===== src/hw/fgwd_params.svh =====
// Constants of the field gap write decoder
`ifndef FGWD_PARAMS_SVH
`define FGWD_PARAMS_SVH
`define FGWD_OPCODE_WRITE   2'h2
`define FGWD_OPCODE_BITS    6'h02
`define FGWD_DATA_BITS      6'h20
`define FGWD_ADDR_BITS      6'h04
`define FGWD_FRAME_BITS     6'h26
`define FGWD_ZERO_MIN       8'h10
`define FGWD_ZERO_MAX       8'h1f
`define FGWD_ONE_MIN        8'h30
`define FGWD_ONE_MAX        8'h3f
`define FGWD_CNT_SAT        8'hff
`define FGWD_PROG_TIME_US   16000
`endif


===== src/hw/fgwd_pkg.sv =====
// Types of the field gap write decoder
package fgwd_pkg;
  typedef enum logic [1:0] {FgwdRead, FgwdWrite, FgwdProg} fgwd_mode_t;
  typedef enum logic [1:0] {FgwdSymZero, FgwdSymOne, FgwdSymErr} fgwd_sym_t;
  typedef struct packed {
    logic [3:0]  blockAddr;
    logic [31:0] payload;
  } fgwd_word_t;
endpackage


===== src/hw/fgwd_decoder.sv =====
// Field gap write decoder: gap interval to bits, frame check, programming request
`include "fgwd_params.svh"
`timescale 1ns/1ps
`default_nettype none
module fgwd_decoder
  import fgwd_pkg::*;
#(
  parameter int unsigned PROG_CYCLES = (`FGWD_PROG_TIME_US * 200)
)
(
  input  wire logic  clk,
  input  wire logic  rst_n,
  input  wire logic  fieldClk,
  input  wire logic  gapDet,
  output logic       readMode,
  output logic       decodeErr,
  output logic       progStart,
  output fgwd_word_t progWord,
  input  wire logic  progReady,
  output logic       progBusy
);
  // ----------------------------------------------------------------------
  // State
  // ----------------------------------------------------------------------
  // All state lives in one record; the combinational block fills a copy
  typedef struct packed {
    logic [1:0]  fclkSync;
    logic [1:0]  gapSync;
    logic        fclkPrev;
    logic        gapPrev;
    fgwd_mode_t  mode;
    logic        started;
    logic [7:0]  interval;
    logic [5:0]  bitCnt;
    logic [37:0] shift;
    logic [31:0] progCnt;
    logic        wordValid;
    logic        readMode;
    logic        decodeErr;
    logic        progStart;
    fgwd_word_t  progWord;
    logic        progBusy;
  } fgwd_state_t;

  fgwd_state_t st_r;
  fgwd_state_t st_nxt;
  logic        bufInReady;
  logic        bufOutValid;
  fgwd_word_t  bufOutWord;
  logic        fclkRise;
  logic        gapRise;
  fgwd_sym_t   sym;

  // ----------------------------------------------------------------------
  // Interval classification
  // ----------------------------------------------------------------------
  // Both window edges are inclusive; every other count is an error symbol
  function automatic fgwd_sym_t classify(input logic [7:0] cnt);
    if (cnt >= `FGWD_ZERO_MIN && cnt <= `FGWD_ZERO_MAX) begin
      return FgwdSymZero;
    end else if (cnt >= `FGWD_ONE_MIN && cnt <= `FGWD_ONE_MAX) begin
      return FgwdSymOne;
    end
    return FgwdSymErr;
  endfunction

  // ----------------------------------------------------------------------
  // Word buffer
  // ----------------------------------------------------------------------
  // Two entries let a finished frame wait while the programming side stalls,
  // but the decoder still ignores gaps in FgwdProg until the buffer is empty and the timer has run out.
  fgwd_buf fgwd_buf_inst (
    .clk      (clk),
    .rst_n    (rst_n),
    .inValid  (st_r.wordValid),
    .inReady  (bufInReady),
    .inWord   ({st_r.shift[3:0], st_r.shift[35:4]}),
    .outValid (bufOutValid),
    .outReady (progReady && !st_r.progBusy),
    .outWord  (bufOutWord)
  );

  // ----------------------------------------------------------------------
  // Next state
  // ----------------------------------------------------------------------
  always_comb begin
    st_nxt           = st_r;
    // Both pins come from the field side: two flops each before any edge logic
    st_nxt.fclkSync  = {st_r.fclkSync[0], fieldClk};
    st_nxt.gapSync   = {st_r.gapSync[0], gapDet};
    st_nxt.fclkPrev  = st_r.fclkSync[1];
    st_nxt.gapPrev   = st_r.gapSync[1];
    st_nxt.decodeErr = 1'b0;
    st_nxt.progStart = 1'b0;
    fclkRise = st_r.fclkSync[1] && !st_r.fclkPrev;
    gapRise  = st_r.gapSync[1] && !st_r.gapPrev;
    sym      = classify(st_r.interval);

    // Field clocks still arrive while the coil decays, so they are counted
    // until the gap detector fires; saturate so long idle never wraps.
    if (fclkRise && st_r.interval != `FGWD_CNT_SAT) begin
      st_nxt.interval = st_r.interval + 8'h01;
    end
    if (st_r.wordValid && bufInReady) begin
      st_nxt.wordValid = 1'b0;
    end

    // ----------------------------------------------------------------------
    // Frame decode
    // ----------------------------------------------------------------------
    case (st_r.mode)
      FgwdRead: begin
        st_nxt.readMode = 1'b1;
        if (gapRise) begin
          // The start gap carries no bit; it only arms the interval counter
          st_nxt.mode     = FgwdWrite;
          st_nxt.started  = 1'b1;
          st_nxt.interval = 8'h00;
          st_nxt.bitCnt   = 6'h00;
          st_nxt.readMode = 1'b0;
        end
      end
      FgwdWrite: begin
        if (gapRise) begin
          st_nxt.interval = 8'h00;
          if (sym == FgwdSymErr) begin
            // A symbol outside both windows ends the write at once
            st_nxt.mode      = FgwdRead;
            st_nxt.decodeErr = 1'b1;
            st_nxt.readMode  = 1'b1;
          end else begin
            st_nxt.shift  = {st_r.shift[36:0], sym == FgwdSymOne};
            st_nxt.bitCnt = st_r.bitCnt + 6'h01;
            // The opcode is complete at the second bit; a wrong one aborts here
            if (st_r.bitCnt == 6'h01 &&
                {st_r.shift[0], sym == FgwdSymOne} != `FGWD_OPCODE_WRITE) begin
              st_nxt.mode      = FgwdRead;
              st_nxt.decodeErr = 1'b1;
              st_nxt.readMode  = 1'b1;
            end
          end
        end else if (st_r.interval > `FGWD_ONE_MAX) begin
          // No further gap: frame ended; accept only an exact bit count
          // The field stays on past the one window, so no bit can follow
          if (st_r.bitCnt == `FGWD_FRAME_BITS && !st_r.wordValid) begin
            st_nxt.wordValid = 1'b1;
            st_nxt.mode      = FgwdProg;
          end else begin
            st_nxt.mode      = FgwdRead;
            st_nxt.readMode  = 1'b1;
            st_nxt.decodeErr = (st_r.bitCnt != `FGWD_FRAME_BITS);
          end
        end
      end
      FgwdProg: begin
        // Stay here until the word has left the buffer and the timer ran out
        if (!st_r.wordValid && !bufOutValid && !st_r.progBusy) begin
          st_nxt.mode     = FgwdRead;
          st_nxt.readMode = 1'b1;
        end
      end
      default: begin
        st_nxt.mode = FgwdRead;
      end
    endcase

    // ----------------------------------------------------------------------
    // Programming timer
    // ----------------------------------------------------------------------
    // The timer stands in for the memory write time; a word waits in the
    // buffer until it has run out, so two blocks are never written at once.
    if (st_r.progBusy) begin
      if (st_r.progCnt == 32'h0000_0001) begin
        st_nxt.progBusy = 1'b0;
      end
      st_nxt.progCnt = st_r.progCnt - 32'h0000_0001;
    end else if (bufOutValid && progReady) begin
      // Hand a word over only while the programming side is idle and ready
      st_nxt.progStart = 1'b1;
      st_nxt.progWord  = bufOutWord;
      st_nxt.progBusy  = 1'b1;
      st_nxt.progCnt   = PROG_CYCLES;
    end
  end

  // ----------------------------------------------------------------------
  // State register
  // ----------------------------------------------------------------------
  // Reset lands in read mode, so the ID code goes out from power-up
  always_ff @(posedge clk) begin
    if (!rst_n) begin
      st_r          <= '0;
      st_r.readMode <= 1'b1;
      st_r.mode     <= FgwdRead;
    end else begin
      st_r <= st_nxt;
    end
  end

  // ----------------------------------------------------------------------
  // Outputs
  // ----------------------------------------------------------------------
  // Every output is a register field; nothing combinational reaches a pin
  assign readMode  = st_r.readMode;
  assign decodeErr = st_r.decodeErr;
  assign progStart = st_r.progStart;
  assign progWord  = st_r.progWord;
  assign progBusy  = st_r.progBusy;
endmodule
`default_nettype wire


===== src/hw/fgwd_buf.sv =====
// Two-entry valid/ready buffer for decoded write words
`timescale 1ns/1ps
`default_nettype none
module fgwd_buf
  import fgwd_pkg::*;
(
  input  wire logic       clk,
  input  wire logic       rst_n,
  input  wire logic       inValid,
  output logic            inReady,
  input  wire fgwd_word_t inWord,
  output logic            outValid,
  input  wire logic       outReady,
  output fgwd_word_t      outWord
);
  typedef struct packed {
    fgwd_word_t [1:0] mem;
    logic             wrPtr;
    logic             rdPtr;
    logic [1:0]       count;
  } fgwd_buf_state_t;

  fgwd_buf_state_t st_r;
  fgwd_buf_state_t st_nxt;
  logic            doWr;
  logic            doRd;

  always_comb begin
    st_nxt = st_r;
    doWr   = inValid && (st_r.count != 2'h2);
    doRd   = outReady && (st_r.count != 2'h0);
    if (doWr) begin
      st_nxt.mem[st_r.wrPtr] = inWord;
      st_nxt.wrPtr = ~st_r.wrPtr;
    end
    if (doRd) begin
      st_nxt.rdPtr = ~st_r.rdPtr;
    end
    st_nxt.count = st_r.count + {1'b0, doWr} - {1'b0, doRd};
  end

  always_ff @(posedge clk) begin
    if (!rst_n) begin
      st_r <= '0;
    end else begin
      st_r <= st_nxt;
    end
  end

  assign inReady  = (st_r.count != 2'h2);
  assign outValid = (st_r.count != 2'h0);
  assign outWord  = st_r.mem[st_r.rdPtr];
endmodule
`default_nettype wire


===== config.mk =====
export PLATFORM = sky130hd
export DESIGN_NAME = fgwd_decoder
export DESIGN_NICKNAME = d
export VERILOG_FILES = /design/src/hw/fgwd_pkg.sv /design/src/hw/fgwd_decoder.sv /design/src/hw/fgwd_buf.sv
export VERILOG_INCLUDE_DIRS = /design/src /design/src/hw
export SDC_FILE = /design/constraint.sdc
export NUM_CORES = 1
export LEC_CHECK = 0
export ABC_AREA = 1
export BUFFER_PORTS_ARGS = -buffer_cell sky130_fd_sc_hd__buf_2
export CORE_ASPECT_RATIO = 0.5
export CORE_MARGIN = 5
export CORE_UTILIZATION = 35
export CTS_BUF_LIST = sky130_fd_sc_hd__clkbuf_16
export DETAILED_ROUTE_END_ITERATION = 6
export GPL_ROUTABILITY_DRIVEN = 0
export PLACE_DENSITY = 0.63
export SYNTH_ARGS = -nofsm -noshare
export SYNTH_HDL_FRONTEND = slang
export SYNTH_SLANG_ARGS = --single-unit

===== constraint.sdc =====
create_clock -name clk -period 1.7 [get_ports clk]
set_clock_uncertainty 0.2 [all_clocks]
set_input_delay 0.34 -clock clk [delete_from_list [all_inputs] [get_ports clk]]
set_output_delay 0.34 -clock clk [all_outputs]
set_load 0.02 [all_outputs]

==> impl_metrics.json <==
{
  "hold_class": "primary input to flop",
  "synth_cell_types": 44,
  "synthAdderAreaFrac_pct": 1.67,
  "std_cell_rows": 41,
  "synth_top_area_cell": "dfxtp_1",
  "min_period_over_period_pct": 99.9,
  "die_x_um": 237,
  "critPathArrivalTime_ns": 1.88,
  "slew_headroom_pct": 67.8,
  "synth_seq_cells": 207,
  "yosysSeqAreaShare_pct": 46.1,
  "cts_made_buffers": 21,
  "p_per_area_mw_per_mm2": 1060,
  "post-place-cells": 1544,
  "cts-root-buf": "clkbuf_16",
  "drcViolationCount": 0,
  "cts_max_path_buffers": 3,
  "synth_ff_type": "dfxtp_1",
  "combPwrFrac_pct": 16.9,
  "peakVddDrop_mv": 0.619,
  "cts_tree": "built",
  "tightest_slew_ns": 0.483,
  "max_freq_mhz": 589,
  "grt_pass1_vias": 7214,
  "synthArstFlopShare_pct": 0,
  "wl_um": 20500,
  "ant_nets": 0,
  "synth.most_common_cell": "nand2_1",
  "gr-usage-all-layers_pct": 13.5,
  "netlist_top_cells_area": "dfxtp_1 46%, nand2_1 9.1%, o21ai_0 8.6%",
  "tns_ns": 0,
  "antenna_found_initial": 0,
  "postSynthAreaPerCell_um2": 7.45,
  "post-route-min-period_ns": 1.70,
  "synth_compound_area_share_pct": 16.5,
  "cp-end-kind": "flop",
  "die_h_um": 123,
  "cpMaxStageDelayCell": "dfxtp_2",
  "io_buffers": 44,
  "setup_viol": 0,
  "intPower_mw": 8.08,
  "hpwl_um": 12900,
  "cp_cell_sequence": "inv_2 > ha_4 > nand2_4 > clkinv_4 > nand2_8 > nor2_8 > nand2_4 > nor2_8 > nand3_4 > inv_4 > nand2_2 > nand3_2 > nand2_1",
  "dr.pass1.iters": 5,
  "path_max_fanout": 6,
  "mappedNetlistArea_mm2": 0.00898,
  "grt_overflow": 0,
  "hold_viol": 0,
  "clock_latency_ns": 0.50,
  "synth-xor-area-share_pct": 0.585,
  "netlist_top_cells_count": "218 x nand2_1, 207 x dfxtp_1, 154 x o21ai_0",
  "grt_pass1_wl_um": 33700,
  "drive_above_1_share_pct": 19.7,
  "syn-instance-count": 1206,
  "yosysTopAreaCellShare_pct": 46.1,
  "leakage_nw": 4.28,
  "diodes": 0,
  "dieArea_mm2": 0.0292,
  "final_cell_count_no_fill": 1604,
  "ys_warn_count": 0,
  "worstSetupStartpointType": "flop",
  "slew_viol_final": 0,
  "synth_nets": 1223,
  "syn_to_final_growth_pct": 18.8,
  "swShare_pct": 28.4,
  "start_util_pct": 35.6,
  "drtIter0Drc": 481,
  "p_switching_mw": 3.20,
  "cp_top_family": "simple AND/OR/NAND/NOR gates",
  "synth_edf_count": 0,
  "nNetsFinal": 1266,
  "clock-sinks": 207,
  "slowest_delay_ns": 0.32,
  "grt_start_max_net_pins": 53,
  "synth_simple_gate_area_share_pct": 23.6,
  "status": "complete, no violations",
  "vias": 7612,
  "muxShareOfSynthArea_pct": 0,
  "p_clk_share_pct": 37.5,
  "path_clk_slew_ns": 0.06,
  "htreeDepth": 1,
  "cp.buffers_inverters": 3,
  "cap_violations": 0,
  "wl_per_cell_um": 12.8,
  "worstSetupPathType": "flop to flop",
  "ios": 45,
  "drt-vias-per-instance": 4.75,
  "cp.required_ns": 1.88,
  "rsz0062_at_grt": "true",
  "synth_top_family_by_area": "simple AND/OR/NAND/NOR gates",
  "core_region_area_mm2": 0.0252,
  "p_seq_share_pct": 45.5
}
## what timing repair did
item	in CTS	in global routing
endpoints found under the hold margin	2	0
pin swaps	6	25
hold buffers	2	0
buffers inserted	3	19
gates resized for setup	13	76
cloned	0	2
setup endpoints to repair	14	99
## routing by layer
metal,up-vias,track usage [%],part of all wire [%]
met3,29,2.18,3.2
met5,-,0,0
li1,3937,-,-
met2,116,23.5,48
met4,0,3.75,2.0
met1,3530,17.5,47
## final timing paths
path / to / start / cells past startpoint / slack [ns]
worst max register to register: st_r[71] / st_r[41] / 13 / 0.001
worst min-delay path: st_r[126] / rst_n / 3 / 0.06
worst min register to register: st_nxt[129] / st_nxt[133] / 2 / 0.21
worst max-delay path: st_r[71] / st_r[41] / 13 / 0.001
## worst reg2reg max path, cell delays in order, from the launching register on
cell and delay, ns:
dfxtp_2 0.32, inv_2 0.07, ha_4 0.14, nand2_4 0.05, clkinv_4 0.06, nand2_8 0.05, nor2_8 0.12, nand2_4 0.08
nor2_8 0.17, nand3_4 0.12, inv_4 0.07, nand2_2 0.05, nand3_2 0.05, nand2_1 0.04
## power groups by stage
| stage | Sequential, mW | Combinational, mW | Clock (mW) |
|---|---|---|---|
| 5_1_grt | 5.15 | 2.14 | 4.56 |
| 6_report | 5.14 | 1.91 | 4.24 |
| 3_3_place_gp | 5.23 | 1.65 | 0 |
| 2_1_floorplan | 5.21 | 1.27 | 0 |
| 3_5_place_dp | 5.23 | 1.68 | 0 |
| 4_1_cts | 5.13 | 1.72 | 4.35 |
## registers in the layout, indices dropped and copies added, names as in the netlist
| register | flops |
|---|---|
| progStart | 1 |
| readMode | 1 |
| fgwd_buf_inst.st_r | 76 |
| progWord | 36 |
| st_nxt | 4 |
| decodeErr | 1 |
| st_r | 87 |
| progBusy | 1 |
## logic make-up after synthesis
group                      count (synthesis)
AOI/OAI and AO/OA                        286
xor gates and xnor gates                   6
adders and majority gates                 12
buffers and inverters                    214
DFF                                      207
and+or+nand+nor                          481
## cell usage in the layout (no fill, tap or decap), types with 3 or more instances in the layout
| master | count |
|---|---|
| a211oi_1 | 4 |
| a21oi_1 | 98 |
| buf_12 | 11 |
| buf_2 | 44 |
| buf_4 | 54 |
| buf_6 | 4 |
| clkbuf_16 | 22 |
| clkinv_1 | 6 |
| clkinv_2 | 4 |
| dfxtp_1 | 194 |
| dfxtp_2 | 10 |
| dfxtp_4 | 3 |
| ha_1 | 5 |
| ha_4 | 5 |
| inv_1 | 98 |
| inv_2 | 14 |
| inv_4 | 3 |
| nand2_1 | 210 |
| nand2_2 | 10 |
| nand2_4 | 4 |
| nand3_1 | 60 |
| nand3_2 | 5 |
| nand4_1 | 6 |
| nor2_1 | 141 |
| nor2_2 | 11 |
| nor2_4 | 12 |
| nor3_1 | 8 |
| o21ai_0 | 143 |
| o21ai_1 | 23 |
| o21ai_2 | 6 |
| xor2_1 | 4 |
## stage by stage
step	hold WS [ns]	power (mW)	cell area, um^2	util [%]	setup slack [ns]
final	0.0620	11.3	10700	42.3	0.00127
after global routing	0.0812	11.9	10700	42.3	-0.0989
after CTS	0.0629	11.2	10300	40.6	-0.0212
after detailed placement	0.208	6.91	9560	37.9	-0.347
after global placement	0.210	6.87	9560	37.9	-0.284
after floorplan	0.190	6.48	9030	-	-0.0632
## layout make-up
type	count	area, um^2
repair buffers	116	936
clock buffers	21	526
flip-flops and latches	207	4170
clock inverters	13	85.1
inverters	117	460
multi-input cells	786	4060
fillers	2505	14600
well taps	344	430
(Power assumes the default switching activity.)
